### src/core/cc_regs_pkg.sv
// Package for the CC status and control register bank.
// Assumes one 20 MHz clock and a byte-wide register port.
package cc_regs_pkg;
   localparam logic [7:0] ATTACH_REG_ADDR  = 8'h09;
   localparam logic [7:0] GENCTL_REG_ADDR  = 8'h0a;
   localparam logic [7:0] ATTACH_RESET     = 8'h20;
   localparam logic [7:0] GENCTL_RESET     = 8'h00;
   localparam int         CHANGE_FLAG_BIT  = 4;
   localparam int         SOFT_RESET_BIT   = 3;
   localparam int         CLK_HZ           = 20000000;
   localparam int         SETTLE_168_MS    = 168;
   localparam int         SETTLE_118_MS    = 118;
   localparam int         SETTLE_134_MS    = 134;
   localparam int         SETTLE_152_MS    = 152;
   localparam int         CYC_PER_MS       = CLK_HZ / 1000;
   localparam logic [1:0] ROLE_DRP         = 2'h0;
   localparam logic [1:0] ROLE_UFP         = 2'h1;
   localparam logic [1:0] ROLE_DFP         = 2'h2;
   localparam logic [1:0] PREF_STD         = 2'h0;
   localparam logic [1:0] PREF_TRY_SNK     = 2'h1;
   localparam logic [1:0] PREF_TRY_SRC     = 2'h3;
   localparam logic [1:0] ATT_NONE         = 2'h0;

   typedef struct packed {
      logic [1:0] attach_result;
      logic       orientation_cc1;
      logic       change_flag;
      logic       plug_power_overcurrent_flag;
      logic [1:0] source_advertise_ratio;
      logic       sink_accessory_disable;
   } attach_status_t;

   typedef struct packed {
      logic [1:0] cc_settle_time;
      logic [1:0] role_select;
      logic       soft_reset;
      logic [1:0] role_try_preference;
      logic       termination_disable;
   } gen_control_t;

   typedef struct packed {
      logic [1:0] attach_result;
      logic       orientation_cc1;
      logic       overcurrent;
   } cc_status_t;
endpackage

### src/core/cc_control_regs.sv
// Register bank for CC attach status and general control.
// Assumes a byte register port from an I2C slave on core_clk.
`timescale 1ns/100ps
`default_nettype none
module cc_control_regs
   import cc_regs_pkg::*;
(
   input  wire logic       core_clk,
   input  wire logic       rst,
   input  wire logic [7:0] reg_addr,
   input  wire logic [7:0] reg_wdata,
   input  wire logic       reg_write,
   input  wire logic       reg_read,
   output logic      [7:0] reg_rdata,
   input  wire logic       i2c_mode_pin,
   input  wire logic [1:0] role_pins,
   input  wire cc_status_t cc_status,
   output logic            int_n,
   output logic            logic_reset,
   output logic            term_disable,
   output logic [1:0]      eff_role,
   output logic [1:0]      eff_try,
   output logic [1:0]      duty_code,
   output logic            accessory_off,
   output logic [31:0]     settle_cycles
);
   attach_status_t attach_reg, attach_next;
   gen_control_t   genctl_reg, genctl_next;
   logic [7:0]     rdata_reg, rdata_next;
   logic           int_n_reg, int_n_next;
   logic           srst_reg, srst_next;
   logic [2:0]     mode_sync_reg, mode_sync_next;
   logic [5:0]     pin_sync_reg, pin_sync_next;
   logic [1:0]     role_w, try_w;
   logic [31:0]    settle_w;
   logic [1:0]     role_o_reg, try_o_reg;
   logic [31:0]    settle_reg;
   logic           mode_stable_reg, mode_stable_next;
   logic [1:0]     pins_stable_reg, pins_stable_next;
   logic           changed;

   settle_time_sel u_settle (
      .code   (genctl_reg.cc_settle_time),
      .cycles (settle_w)
   );

   role_resolve u_role (
      .i2c_mode    (mode_stable_reg),
      .role_select (genctl_reg.role_select),
      .role_pins   (pins_stable_reg),
      .try_pref    (genctl_reg.role_try_preference),
      .role        (role_w),
      .try_mode    (try_w)
   );

   // Pins pass three stages; a change counts once stages two and three agree.
   always_comb begin
      mode_sync_next = {mode_sync_reg[1:0], i2c_mode_pin};
      pin_sync_next  = {pin_sync_reg[3:0], role_pins};
      mode_stable_next = mode_stable_reg;
      pins_stable_next = pins_stable_reg;
      if (mode_sync_reg[1] == mode_sync_reg[2]) begin
         mode_stable_next = mode_sync_reg[2];
      end
      if (pin_sync_reg[3:2] == pin_sync_reg[5:4]) begin
         pins_stable_next = pin_sync_reg[5:4];
      end
   end

   always_comb begin
      attach_next = attach_reg;
      genctl_next = genctl_reg;
      srst_next   = 1'b0;
      rdata_next  = rdata_reg;
      // Status follows the CC state machine; soft reset returns it to idle.
      if (srst_reg) begin
         attach_next.attach_result   = ATT_NONE;
         attach_next.orientation_cc1 = ATTACH_RESET[5];
      end else begin
         attach_next.attach_result   = cc_status.attach_result;
         attach_next.orientation_cc1 = cc_status.orientation_cc1;
      end
      if (cc_status.overcurrent) begin
         attach_next.plug_power_overcurrent_flag = 1'b1;
      end
      if (reg_write && reg_addr == ATTACH_REG_ADDR) begin
         attach_next.source_advertise_ratio = reg_wdata[2:1];
         attach_next.sink_accessory_disable = reg_wdata[0];
         if (reg_wdata[CHANGE_FLAG_BIT]) begin
            attach_next.change_flag = 1'b0;
         end
      end else if (reg_write && reg_addr == GENCTL_REG_ADDR) begin
         genctl_next.cc_settle_time      = reg_wdata[7:6];
         genctl_next.role_try_preference = reg_wdata[2:1];
         genctl_next.termination_disable = reg_wdata[0];
         // Role is locked while a partner is attached.
         if (attach_reg.attach_result == ATT_NONE) begin
            genctl_next.role_select = reg_wdata[5:4];
         end
         srst_next = reg_wdata[SOFT_RESET_BIT];
      end
      genctl_next.soft_reset = 1'b0;
      changed = (attach_next.attach_result != attach_reg.attach_result) ||
                (attach_next.orientation_cc1 != attach_reg.orientation_cc1) ||
                (attach_next.plug_power_overcurrent_flag !=
                 attach_reg.plug_power_overcurrent_flag) ||
                (attach_next.source_advertise_ratio !=
                 attach_reg.source_advertise_ratio) ||
                (attach_next.sink_accessory_disable !=
                 attach_reg.sink_accessory_disable) ||
                (genctl_next != genctl_reg);
      // A new change beats a clear in the same cycle.
      if (changed) begin
         attach_next.change_flag = 1'b1;
      end
      int_n_next = ~attach_next.change_flag;
      if (reg_read) begin
         if (reg_addr == ATTACH_REG_ADDR) begin
            rdata_next = attach_reg;
         end else if (reg_addr == GENCTL_REG_ADDR) begin
            rdata_next = genctl_reg;
         end else begin
            rdata_next = 8'h00;
         end
      end
   end

   always_ff @(posedge core_clk) begin
      if (rst) begin
         attach_reg       <= ATTACH_RESET;
         genctl_reg       <= GENCTL_RESET;
         rdata_reg        <= 8'h00;
         int_n_reg        <= 1'b1;
         srst_reg         <= 1'b0;
         mode_sync_reg    <= 3'h0;
         pin_sync_reg     <= 6'h00;
         mode_stable_reg  <= 1'b0;
         pins_stable_reg  <= 2'h0;
         role_o_reg       <= 2'h0;
         try_o_reg        <= 2'h0;
         settle_reg       <= 32'h0;
      end else begin
         attach_reg       <= attach_next;
         genctl_reg       <= genctl_next;
         rdata_reg        <= rdata_next;
         int_n_reg        <= int_n_next;
         srst_reg         <= srst_next;
         mode_sync_reg    <= mode_sync_next;
         pin_sync_reg     <= pin_sync_next;
         mode_stable_reg  <= mode_stable_next;
         pins_stable_reg  <= pins_stable_next;
         role_o_reg       <= role_w;
         try_o_reg        <= try_w;
         settle_reg       <= settle_w;
      end
   end

   assign reg_rdata     = rdata_reg;
   assign int_n         = int_n_reg;
   assign logic_reset   = srst_reg;
   assign term_disable  = genctl_reg.termination_disable;
   assign eff_role      = role_o_reg;
   assign eff_try       = try_o_reg;
   assign duty_code     = attach_reg.source_advertise_ratio;
   assign accessory_off = attach_reg.sink_accessory_disable;
   assign settle_cycles = settle_reg;

   int_flag_a: assert property (@(posedge core_clk) disable iff (rst)
      !int_n |-> attach_reg.change_flag)
      else $error("interrupt low while change flag clear");
   flag_hold_a: assert property (@(posedge core_clk) disable iff (rst)
      attach_reg.change_flag && !(reg_write && reg_addr == ATTACH_REG_ADDR)
      |=> attach_reg.change_flag)
      else $error("change flag dropped without a clear");
   fault_set_a: assert property (@(posedge core_clk) disable iff (rst)
      cc_status.overcurrent
      |=> attach_reg.plug_power_overcurrent_flag)
      else $error("overcurrent not flagged");
   srst_self_a: assert property (@(posedge core_clk) disable iff (rst)
      srst_reg |=> !srst_reg)
      else $error("soft reset did not self clear");
   role_lock_a: assert property (@(posedge core_clk) disable iff (rst)
      attach_reg.attach_result != ATT_NONE
      |=> genctl_reg.role_select == $past(genctl_reg.role_select))
      else $error("role changed while attached");
   srst_att_a: assert property (@(posedge core_clk) disable iff (rst)
      srst_reg |=> attach_reg.attach_result == ATT_NONE)
      else $error("attach result not idle after soft reset");
   ratio_wr_a: assert property (@(posedge core_clk) disable iff (rst)
      reg_write && reg_addr == ATTACH_REG_ADDR
      |=> attach_reg.source_advertise_ratio ==
          $past(reg_wdata[2:1]))
      else $error("advertise ratio not stored");
   // The interrupt pin is registered beside the flag, so both move together.
   change_int_a: assert property (@(posedge core_clk) disable iff (rst)
      reg_write && reg_addr == GENCTL_REG_ADDR &&
      reg_wdata[0] != genctl_reg.termination_disable
      |=> !int_n)
      else $error("control change did not raise interrupt");

   // Status mirrors the CC state machine one cycle late unless reset.
   attach_follow_a: assert property (@(posedge core_clk) disable iff (rst)
      !srst_reg
      |=> attach_reg.attach_result == $past(cc_status.attach_result))
      else $error("attach result does not follow the state machine");

   orient_follow_a: assert property (@(posedge core_clk) disable iff (rst)
      !srst_reg
      |=> attach_reg.orientation_cc1 ==
          $past(cc_status.orientation_cc1))
      else $error("orientation does not follow the state machine");

   acc_store_a: assert property (@(posedge core_clk) disable iff (rst)
      reg_write && reg_addr == ATTACH_REG_ADDR
      |=> attach_reg.sink_accessory_disable == $past(reg_wdata[0]))
      else $error("accessory disable not stored");

   // Only one code is checked here; the bench walks all four.
   settle_map_a: assert property (@(posedge core_clk) disable iff (rst)
      genctl_reg.cc_settle_time == 2'h1
      |=> settle_reg == 32'(SETTLE_118_MS * CYC_PER_MS))
      else $error("settle count wrong for code one");

   role_pin_a: assert property (@(posedge core_clk) disable iff (rst)
      !mode_stable_reg
      |=> role_o_reg == $past(pins_stable_reg))
      else $error("pin strap mode ignores role pins");

   role_field_a: assert property (@(posedge core_clk) disable iff (rst)
      mode_stable_reg && (genctl_reg.role_select == ROLE_UFP ||
                          genctl_reg.role_select == ROLE_DFP)
      |=> role_o_reg == $past(genctl_reg.role_select))
      else $error("role field not applied in I2C mode");

   try_off_a: assert property (@(posedge core_clk) disable iff (rst)
      role_w != ROLE_DRP
      |=> try_o_reg == PREF_STD)
      else $error("try preference active outside DRP");

   flag_clear_a: assert property (@(posedge core_clk) disable iff (rst)
      reg_write && reg_addr == ATTACH_REG_ADDR &&
      reg_wdata[CHANGE_FLAG_BIT] && !changed
      |=> !attach_reg.change_flag)
      else $error("change flag not cleared by write");

   flag_set_a: assert property (@(posedge core_clk) disable iff (rst)
      changed |=> attach_reg.change_flag)
      else $error("register change did not set the flag");

   srst_start_a: assert property (@(posedge core_clk) disable iff (rst)
      reg_write && reg_addr == GENCTL_REG_ADDR &&
      reg_wdata[SOFT_RESET_BIT]
      |=> srst_reg)
      else $error("soft reset write did not start a reset");

   term_store_a: assert property (@(posedge core_clk) disable iff (rst)
      reg_write && reg_addr == GENCTL_REG_ADDR
      |=> term_disable == $past(reg_wdata[0]))
      else $error("termination disable not stored");
endmodule
`default_nettype wire

### src/core/settle_time_sel.sv
// Converts the CC settle time code into a cycle count.
// Assumes the package clock rate.
`timescale 1ns/100ps
`default_nettype none
module settle_time_sel
   import cc_regs_pkg::*;
(
   input  wire logic [1:0]  code,
   output logic      [31:0] cycles
);
   always_comb begin
      case (code)
         2'h1:    cycles = SETTLE_118_MS * CYC_PER_MS;
         2'h2:    cycles = SETTLE_134_MS * CYC_PER_MS;
         2'h3:    cycles = SETTLE_152_MS * CYC_PER_MS;
         default: cycles = SETTLE_168_MS * CYC_PER_MS;
      endcase
   end
endmodule
`default_nettype wire

### src/core/role_resolve.sv
// Resolves the effective port role from register fields and role pins.
// Assumes the pin levels are already synchronised.
`timescale 1ns/100ps
`default_nettype none
module role_resolve
   import cc_regs_pkg::*;
(
   input  wire logic       i2c_mode,
   input  wire logic [1:0] role_select,
   input  wire logic [1:0] role_pins,
   input  wire logic [1:0] try_pref,
   output logic      [1:0] role,
   output logic      [1:0] try_mode
);
   always_comb begin
      // Default field or pin strap mode hands control to the pins.
      if (i2c_mode && role_select != ROLE_DRP) begin
         role = (role_select == ROLE_UFP || role_select == ROLE_DFP)
                ? role_select : ROLE_DRP;
      end else begin
         role = role_pins;
      end
      if (role == ROLE_DRP && (try_pref == PREF_TRY_SNK ||
                               try_pref == PREF_TRY_SRC)) begin
         try_mode = try_pref;
      end else begin
         try_mode = PREF_STD;
      end
   end
endmodule
`default_nettype wire

### config.mk
export PLATFORM = sky130hd
export DESIGN_NAME = cc_control_regs
export DESIGN_NICKNAME = d
export VERILOG_FILES = /design/src/core/cc_regs_pkg.sv /design/src/core/cc_control_regs.sv /design/src/core/settle_time_sel.sv /design/src/core/role_resolve.sv
export SDC_FILE = /design/constraint.sdc
export NUM_CORES = 1
export LEC_CHECK = 0
export BUFFER_PORTS_ARGS = -buffer_cell sky130_fd_sc_hd__buf_2
export CAP_MARGIN = 0
export CORE_UTILIZATION = 45
export CTS_CLUSTER_SIZE = 24
export DETAILED_ROUTE_END_ITERATION = 12
export GPL_TIMING_DRIVEN = 0
export PLACE_DENSITY_LB_ADDON = 0.12
export SLEW_MARGIN = 20
export SYNTH_ARGS = -nofsm -noshare
export SYNTH_HDL_FRONTEND = slang
export SYNTH_SLANG_ARGS = --single-unit
### constraint.sdc
create_clock -name core_clk -period 1.3 [get_ports core_clk]
set_input_delay 0.13 -clock core_clk [delete_from_list [all_inputs] [get_ports core_clk]]
set_output_delay 0.13 -clock core_clk [all_outputs]
set_load 0.01 [all_outputs]
==> metrics.cfg, run 1 <==
[setup_path]
crit_fanout=6
cpMaxStageDelayCell=dfxtp_4
required_ps=1510
worstPathCellList=buf_6 -> o21a_1 -> nor3_2 -> a31oi_2 -> nor4_1
worstSetupStartpointType=register
worst_ep_arrival_time_ps=1560
worst_path_largest_cell_delay_ps=360
end_kind=register
worstSetupPathType=register to register

[timing]
fin_worst_skew_ps=4.41
maxSlewViolCount=0
final.setup.tns_ps=-51.2
tightest_slew_ps=598
grt_setup_unrepaired=true
fin_crit_sh=1.04
hold_viol=0
relSlewSlack=0.601
finalWorstSetupSlack_ps=-51.2
setup_viol=1
finalCriticalPeriod_ps=1350
max_clock_freq_mhz=740

[clocking]
cts_max_level=2
numCtsBuffers=5
worstSkewPairLatency_ps=320
cts-root-buf=clkbuf_8
cts_tree=done
ctsLongestPathBuffers=2
cts.sinks=50
path_clk_slew_ps=90

[yosys]
synth_seq_cells=50
synthFlopType=dfxtp_1
synthesis.area_um2=2290
synth-seq-area-share=0.438
yosysTopAreaCell=dfxtp_1
synth_area_per_cell_um2=9.19
yosysWarnings=0
async_flop_share=0
netlist_top_cells_area=dfxtp_1, buf_4, nand2b_1
synth_edf_count=0
synth_cell_types=45
synthCells=249
synth_top_area_share=0.438

[final_layout]
area_delta_synth_final_pct=29.3
postLayoutCellArea_um2=2960
antenna_cells=0
drive_gt1_frac=0.368
fin_nets=368
fillerInstances=441
largest_reg_flops=9

[drt]
vias=1900
via_per_inst=4.70
ant_nets=0
drcViolationCount=0
drt_wl_total_mm=4.67
dr.pass1.iters=5
drt-initial-drc-count=52
wl_per_cell_um=11.6

[global_routing]
grt_pass1_vias=1613
antenna_found_initial=0
track_usage=0.184
grt_pass1_wl_mm=7.25
grt_max_degree=17
grt_overflow_total=0

[placed_design]
placed_area_um2=2730
hpwl_mm=3.44
gp_congestion=0.798
io_buffer_count=58

[min_path]
hold_path_class=input pin to register

[floorplanning]
rows=25
die_h_um=73.3
pin_count=77
core_um2=4820
start_util=0.475
die_w_um=73.3
die-area_um2=5370

[power_and_ir_drop]
p_per_area_nw_per_um2=952
max-vdd-ir-drop_mv=0.644
leakage_uw=0.00136

[status]
failed_checks=negative setup slack
status=complete, but fails checks

[run]
maxCapViolCount=0

[cells in the mapped netlist, drive strengths merged, types with 3 or more instances]
| library cell | instances |
|---|---|
| nand4 | 4 |
| nor3 | 4 |
| a211oi | 3 |
| nor3b | 3 |
| a21oi | 16 |
| a22o | 7 |
| nor2 | 17 |
| buf | 33 |
| dfxtp | 50 |
| nand2 | 12 |
| xor2 | 3 |
| ha | 5 |
| xnor2 | 6 |
| inv | 7 |
| mux2i | 5 |
| nor2b | 14 |
| nand2b | 17 |
| nand3 | 8 |
| clkbuf | 5 |
[final cells by class]
type,instances,area [um^2],area share
clock inverters,3,21.3,0.00719
well taps,67,83.8,0.0283
repair buffers,65,353,0.119
inverters,7,26.3,0.00888
clock buffers,5,68.8,0.0233
flip-flops and latches,50,1010,0.342
plain buffers,36,250,0.0846
multi-input cells,171,1140,0.386
[path summary, 6_finish.rpt]
check                              from  slack, ps                          to  cells after the start
max            genctl_reg[4]$_SDFF_PP0_        -50       eff_try[1]$_SDFF_PP0_                      5
min                        role_pins[1]         20  pin_sync_reg[1]$_SDFF_PP0_                      2
min reg2reg  pin_sync_reg[0]$_SDFF_PP0_        440  pin_sync_reg[2]$_SDFF_PP0_                      1
max reg2reg    genctl_reg[4]$_SDFF_PP0_        -50       eff_try[1]$_SDFF_PP0_                      5
[per-layer routing]
layer / vias up / wire, um / global-route usage
met5: - / 0 / 0
met4: 0 / 114 / 0.111
met3: 8 / 177 / 0.0329
met2: 45 / 2210 / 0.300
met1: 872 / 2160 / 0.228
li1: 975 / - / -
[report_power, final]
| part | total [uW] | switching, uW | internal (uW) |
|---|---|---|---|
| Sequential | 1580 | 17.3 | 1560 |
| Clock | 930 | 551 | 379 |
| Combinational | 310 | 162 | 148 |
[logic make-up after synthesis]
logic type | synth area share
AND/OR/NAND/NOR | 0.222
AO/OA/AOI/OAI | 0.133
flip-flops | 0.438
XOR/XNOR | 0.0345
multiplexers | 0.0219
buffers and inverters | 0.122
other | 0.00164
adder cells (fa/ha/maj) | 0.0274
[critical path, delay by kind of cell, from the launching register on]
kind | cells | cell delay [ps]
simple gates | 2 | 510
flops | 1 | 360
compound gates | 2 | 260
buf+inv | 1 | 120
[metrics by stage]
step	std cells	utilization	hold slack [ps]	worst slack (ps)	power, uW
global placement	391	0.566	332	-178	1900
finish	404	0.614	15.6	-51.2	2820
detailed placement	391	0.566	333	-182	1900
floorplan	266	-	209	16.7	1800
CTS	401	0.597	13.1	-3.46	2820
global route	404	0.614	14.6	-65.7	2910
[placed cells by master, fill, tap and decap left out, types with 8 or more instances in the layout]
cell / n
a21oi_1: 16
buf_2: 60
buf_4: 30
conb_1: 18
dfxtp_1: 45
nand2_1: 12
nand2b_1: 16
nand3_1: 8
nor2_1: 17
nor2b_1: 14
[what timing repair did]
action / 4_1_cts / 5_1_grt
cloned: 0 / 0
endpoints found under the hold margin: 1 / 0
pin swaps: 6 / 7
hold buffers: 1 / 0
endpoints found under the setup margin: 3 / 4
gates resized for setup: 13 / 14
setup buffers: 1 / 5
Note: power is estimated with default switching activity, not from simulation.
==> run 2, diff against run 1 <==
--- a/config.mk
+++ b/config.mk
@@ -12,6 +12,8 @@
 export DETAILED_ROUTE_END_ITERATION = 12
 export GPL_TIMING_DRIVEN = 0
 export PLACE_DENSITY_LB_ADDON = 0.12
+export RECOVER_POWER = 100
+export SKIP_LAST_GASP = 1
 export SLEW_MARGIN = 20
 export SYNTH_ARGS = -nofsm -noshare
 export SYNTH_HDL_FRONTEND = slang
==> run 2 against run 1 <==
  * The run now ends clean
  * Clock skew shrank 1.2 ps
  * Sequential power about the same
  * Worst hold slack better by 2.0 ps
  * Clock power decreased by 0.6%
  * Global-route usage did not move
  * Wire length fell by 0.34%
  * Final area fell by 4.6%
  * Total power shrank 0.70%
  * Critical path type unchanged
==> metrics.cfg, run 2 (same netlist as run 1, synthesis figures left out) <==
[clocking]
ctsLongestPathBuffers=2  ; unchanged
cts_max_level=2  ; unchanged
numCtsBuffers=5  ; unchanged
cts.sinks=50  ; unchanged
worstSkewPairLatency_ps=310  ; about the same
cts_tree=done
cts-root-buf=clkbuf_8
path_clk_slew_ps=90  ; about the same

[setup_path]
crit_fanout=8  ; +2
worst_ep_arrival_time_ps=1450  ; -110 ps
worstSetupPathType=register to register
worstSetupStartpointType=register
required_ps=1510  ; about the same
end_kind=register

[timing]
setup_viol=0  ; -1
fin_crit_sh=0.954  ; -0.0851
tightest_slew_ps=562  ; -36.5 ps
relSlewSlack=0.626  ; +0.0243
grt_setup_unrepaired=true
hold_viol=0  ; unchanged
maxSlewViolCount=0  ; unchanged
fin_worst_skew_ps=3.21  ; -1.19 ps
max_clock_freq_mhz=806  ; +8.9%
finalCriticalPeriod_ps=1240  ; -111 ps

[final_layout]
layout_common_cells=dfxtp_1, clkbuf_1, buf_2
fin_nets=364  ; -1.1%
antenna_cells=0  ; unchanged
postLayoutCellArea_um2=2820  ; -4.6%
seqCellArea_um2=1010  ; +0.25%
fillerInstances=482  ; +9.3%
drive_gt1_frac=0.252  ; -0.116
multi_input_area_um2=1090  ; -4.2%
largest_reg_flops=9  ; unchanged
postLayoutCoreUtil=0.586  ; -0.0281
layout_commonest_cell=dfxtp_1
area_delta_synth_final_pct=23.4

[drt]
drt_wl_total_mm=4.65  ; -0.34%
vias=1891  ; -0.47%
ant_nets=0  ; unchanged
dr.pass1.iters=4  ; -1
drt-initial-drc-count=70  ; +35%
wl_per_cell_um=11.6  ; +0.65%
drcViolationCount=0  ; unchanged
via_per_inst=4.73  ; +0.52%

[floorplanning]
die_h_um=73.3  ; unchanged
start_util=0.475  ; unchanged
rows=25  ; unchanged
die_w_um=73.3  ; unchanged
die-area_um2=5370  ; unchanged
pin_count=77  ; unchanged
core_um2=4820  ; unchanged

[power_and_ir_drop]
p_per_area_nw_per_um2=990  ; +4.1%
leakage_uw=0.00121  ; -11%
max-vdd-ir-drop_mv=0.650  ; +0.96%

[status]
status=completed

[placed_design]
gp_congestion=0.798  ; unchanged
io_buffer_count=58  ; unchanged
placed_area_um2=2730  ; unchanged
hpwl_mm=3.44  ; unchanged

[global_routing]
grt_overflow_total=0  ; unchanged
track_usage=0.184  ; unchanged
antenna_found_initial=0  ; unchanged
grt_pass1_vias=1613  ; unchanged
grt_pass1_wl_mm=7.25  ; unchanged
grt_max_degree=17  ; unchanged

[min_path]
hold_path_class=input pin to register

[run]
maxCapViolCount=0  ; unchanged

[run 2: changes by cell type in the layout (fill, tap and decap cells not counted), moves of 4 or more]
cell and change:
clkbuf_1 +32, buf_2 -32, buf_4 -4, buf_6 -4
[run 2: path summary, 6_finish.rpt]
path                                endpoint                  startpoint  slack [ps]  depth (start not counted)
setup / recovery            int_n$_SDFF_PP1_      logic_reset$_SDFF_PP0_          60                          4
hold / removal    pin_sync_reg[1]$_SDFF_PP0_                role_pins[1]          20                          2
setup reg to reg            int_n$_SDFF_PP1_      logic_reset$_SDFF_PP0_          60                          4
hold reg to reg   pin_sync_reg[2]$_SDFF_PP0_  pin_sync_reg[0]$_SDFF_PP0_         440                          1
[run 2: timing repair]
item	CTS	global route
endpoints found under the setup margin	3	4
hold endpoints to repair	1	0
buffers inserted	1	2
hold buffers	1	0
gates resized for setup	13	5
pin swaps	5	6
[run 2: area by class of cell]
| class | instances | area share |
|---|---|---|
| tap | 67 | 0.0297 |
| multi-input combinational | 171 | 0.388 |
| inverter | 7 | 0.00931 |
| clock buffer | 5 | 0.0244 |
| timing repair buffer | 62 | 0.100 |
| sequential | 50 | 0.359 |
| buffer | 35 | 0.0816 |
| clock inverter | 3 | 0.00754 |
[run 2: stage by stage]
step	TNS, ps	power, uW	hold slack [ps]	worst slack (ps)	instances
2_1_floorplan	0	1800	209	16.7	266
3_3_place_gp	-1080	1900	332	-178	391
3_5_place_dp	-1440	1900	333	-182	391
4_1_cts	-6.25	2820	13.1	-6.25	401
5_1_grt	-35.9	2890	14.6	-33.3	400
6_report	0	2800	17.6	59.5	400
[run 2: routing by layer]
layer / vias up / routed length [um] / GRT usage
met4: 0 / 92 / 0.111
met5: - / 0 / 0
met1: 867 / 2140 / 0.228
met2: 47 / 2220 / 0.300
li1: 970 / - / -
met3: 7 / 193 / 0.0329
[run 2: report_power, final]
| part | internal, uW | total [uW] | switching [uW] |
|---|---|---|---|
| sequential | 1560 | 1580 | 17.7 |
| clock | 379 | 924 | 545 |
| combinational | 140 | 295 | 155 |
[run 2: critical path, stage by stage, from the launching register on]
cell      delay [ps]
dfxtp_2          400
and3b_1          190
o22ai_1          180
a211oi_2         120
a41o_1           240
==> run 3, diff against run 2 <==
--- a/config.mk
+++ b/config.mk
@@ -5,9 +5,10 @@
 export SDC_FILE = /design/constraint.sdc
 export NUM_CORES = 1
 export LEC_CHECK = 0
+export ABC_AREA = 1
 export BUFFER_PORTS_ARGS = -buffer_cell sky130_fd_sc_hd__buf_2
 export CAP_MARGIN = 0
-export CORE_UTILIZATION = 45
+export CORE_UTILIZATION = 46
 export CTS_CLUSTER_SIZE = 24
 export DETAILED_ROUTE_END_ITERATION = 12
 export GPL_TIMING_DRIVEN = 0
==> run 3 against run 2 <==
  * The flow now finishes with violations (negative setup slack)
  * Setup slack lost 66 ps
  * Via count grew 10%
  * Wire length grew 4.6%
  * Clock power shrank 5.5%
  * Final cell count grew 16%
  * Count of clock-buffer cells in the layout is the same
  * Synthesized cell count grew 27%
  * Combinational power grew 6%
  * Sequential share of layout area shrank 1.0 points
  * Die area grew 2.6%
==> metrics.cfg, run 3 <==
[setup_path]
worstPathCellList=inv_2 -> nand2_2 -> nand2_1 -> nand2_1 -> nand2_1 -> nor2_2 -> nand3_1 -> nor2_1 -> nand3_1 -> nor2_1 -> nor2_1
required_ps=1480  ; -30 ps
worstSetupStartpointType=register
end_kind=register
cpMaxStageDelayCell=dfxtp_2
worst_path_largest_cell_delay_ps=360  ; -40 ps
crit_fanout=4  ; -4
worstSetupPathType=register to register
worst_ep_arrival_time_ps=1490  ; +40 ps

[timing]
hold_viol=0  ; unchanged
maxSlewViolCount=0  ; unchanged
max_clock_freq_mhz=765  ; -5.1%
fin_worst_skew_ps=9.32  ; +6.10 ps
relSlewSlack=0.640  ; +0.0141
finalWorstSetupSlack_ps=-6.55  ; -66.0 ps
setup_viol=1  ; +1
final.setup.tns_ps=-6.55  ; -6.55 ps
tightest_slew_ps=540  ; -21.2 ps
finalCriticalPeriod_ps=1310  ; +66.0 ps
grt_setup_unrepaired=true
fin_crit_sh=1.01  ; +0.0508

[clocking]
cts_setup_buffers=0  ; -1
cts-root-buf=clkbuf_8
numCtsBuffers=5  ; unchanged
path_clk_slew_ps=90  ; about the same
worstSkewPairLatency_ps=300  ; about the same
cts_tree=done
cts_max_level=2  ; unchanged
ctsLongestPathBuffers=2  ; unchanged
cts.sinks=50  ; unchanged

[yosys]
yosysWarnings=0  ; unchanged
netlist_top_cells_area=dfxtp_1, nor2_1, inv_1
synthFlopType=dfxtp_1
synth_edf_count=0  ; unchanged
synth_cell_types=30  ; -33%
synthesis.area_um2=2400  ; +5.0%
yosysTopAreaCell=dfxtp_1
async_flop_share=0  ; unchanged
synth_area_per_cell_um2=7.57  ; -18%
synth_seq_cells=50  ; unchanged
synth-seq-area-share=0.417  ; -0.0208
synth_top_area_share=0.417  ; -0.0208
synth.most_common_cell=nor2_1
synth_common_cells=nor2_1, inv_1, dfxtp_1
synthCells=317  ; +27%

[drt]
ant_nets=0  ; unchanged
wl_per_cell_um=10.5  ; -10%
drt-initial-drc-count=126  ; +80%
drcViolationCount=0  ; unchanged
dr.pass1.iters=4  ; unchanged
via_per_inst=4.48  ; -5.2%
drt_wl_total_mm=4.87  ; +4.6%
vias=2084  ; +10%

[power_and_ir_drop]
leakage_uw=0.00142  ; +17%
max-vdd-ir-drop_mv=0.529  ; -19%
p_per_area_nw_per_um2=971  ; -2.0%

[floorplanning]
die_h_um=74.2  ; +1.3%
core_um2=4880  ; +1.3%
start_util=0.492  ; +0.0172
pin_count=77  ; unchanged
die-area_um2=5510  ; +2.6%
die_w_um=74.2  ; +1.3%
rows=25  ; unchanged

[final_layout]
layout_common_cells=inv_1, nor2_1, dfxtp_1
multi_input_area_um2=1010  ; -7.3%
seqCellArea_um2=1000  ; -1.2%
layout_commonest_cell=inv_1
largest_reg_flops=9  ; unchanged
postLayoutCoreUtil=0.588  ; +0.00223
fin_nets=430  ; +18%
antenna_cells=0  ; unchanged
fillerInstances=494  ; +2.5%
drive_gt1_frac=0.211  ; -0.0412
area_delta_synth_final_pct=19.5

[status]
failed_checks=negative setup slack
status=complete, but fails checks

[global_routing]
grt_max_degree=16  ; -1
grt_overflow_total=0  ; unchanged
grt_pass1_wl_mm=7.85  ; +8.2%
track_usage=0.188  ; +0.00345
grt_pass1_vias=1777  ; +10%
antenna_found_initial=0  ; unchanged

[placed_design]
io_buffer_count=57  ; -1.7%
hpwl_mm=3.76  ; +9.5%
gp_congestion=0.911  ; +14%

[min_path]
hold_path_class=input pin to register

[run]
maxCapViolCount=0  ; unchanged

-- run 3: changes by cell type after synthesis, sizes merged, moves of 8 or more --
cell    before  now
nand3        8   16
inv          7   56
a21oi       16    8
nand2       12   42
nand2b      17    0
nor2b       14    0
nor2        17   63
-- run 3: power by group --
group | switching (uW) | internal, uW | leakage, uW | total (uW)
Sequential | 22.8 | 1580 | 0.000410 | 1600
Combinational | 184 | 129 | 0.000964 | 313
Clock | 501 | 373 | 0.0000444 | 873
-- run 3: critical path: cells and delay by family, from the launching register on --
| family | cells | cell delay (ps) |
|---|---|---|
| flops | 1 | 360 |
| buf+inv | 1 | 60 |
| simple gates | 10 | 770 |
-- run 3: kinds of logic (layout without fill, tap and decap cells) --
family	count (synthesis)	in the layout	share of synthesized area
DFF	50	50	0.417
xor gates and xnor gates	2	2	0.00730
other	1	18	0.00156
buffers and inverters	90	154	0.186
and+or+nand+nor	135	135	0.260
AOI/OAI and AO/OA	34	34	0.103
adders and majority gates	5	5	0.0261
-- run 3: per-layer routing --
metal | wire length, um | track usage | part of all wire | vias up
li1 | - | - | - | 1116
met1 | 2380 | 0.259 | 0.49 | 895
met2 | 2110 | 0.299 | 0.43 | 68
met3 | 327 | 0.0407 | 0.067 | 5
met4 | 47 | 0.0503 | 0.0097 | 0
met5 | 0 | 0 | 0 | -
-- run 3: layout make-up --
class,instances,share of cell area
Clock buffer,5,0.0240
Tap cell,67,0.0292
Timing Repair Buffer,57,0.0867
Sequential cell,50,0.349
Multi-Input combinational cell,194,0.354
Inverter,56,0.0732
Buffer,34,0.0793
Clock inverter,2,0.00480
-- run 3: final timing paths --
path	cells past startpoint	end	start	slack, ps
setup / recovery	11	attach_reg[4]$_SDFF_PP0_	logic_reset$_SDFF_PP0_	-7
hold / removal	3	pin_sync_reg[0]$_SDFF_PP0_	role_pins[0]	30
setup reg to reg	11	attach_reg[4]$_SDFF_PP0_	logic_reset$_SDFF_PP0_	-7
hold reg to reg	2	mode_sync_reg[1]$_SDFF_PP0_	mode_sync_reg[0]$_SDFF_PP0_	410
-- run 3: through the flow --
stage | total power [uW] | setup slack [ps] | std cells | instance area, um^2 | hold WS [ps]
floorplan | 1840 | 56.0 | 334 | 2460 | 237
global placement | 1950 | -54.8 | 458 | 2830 | 329
detailed placement | 1950 | -63.0 | 458 | 2830 | 336
CTS | 2810 | 1.25 | 465 | 2920 | 20.4
global route | 2930 | -190 | 465 | 2870 | 17.4
finish | 2790 | -6.55 | 465 | 2870 | 27.1
-- run 3: what timing repair did --
| action | 4_1_cts | 5_1_grt |
|---|---|---|
| pin swaps | 3 | 4 |
| endpoints found under the setup margin | 2 | 2 |
| gates resized for setup | 4 | 2 |
| hold buffers | 0 | 0 |
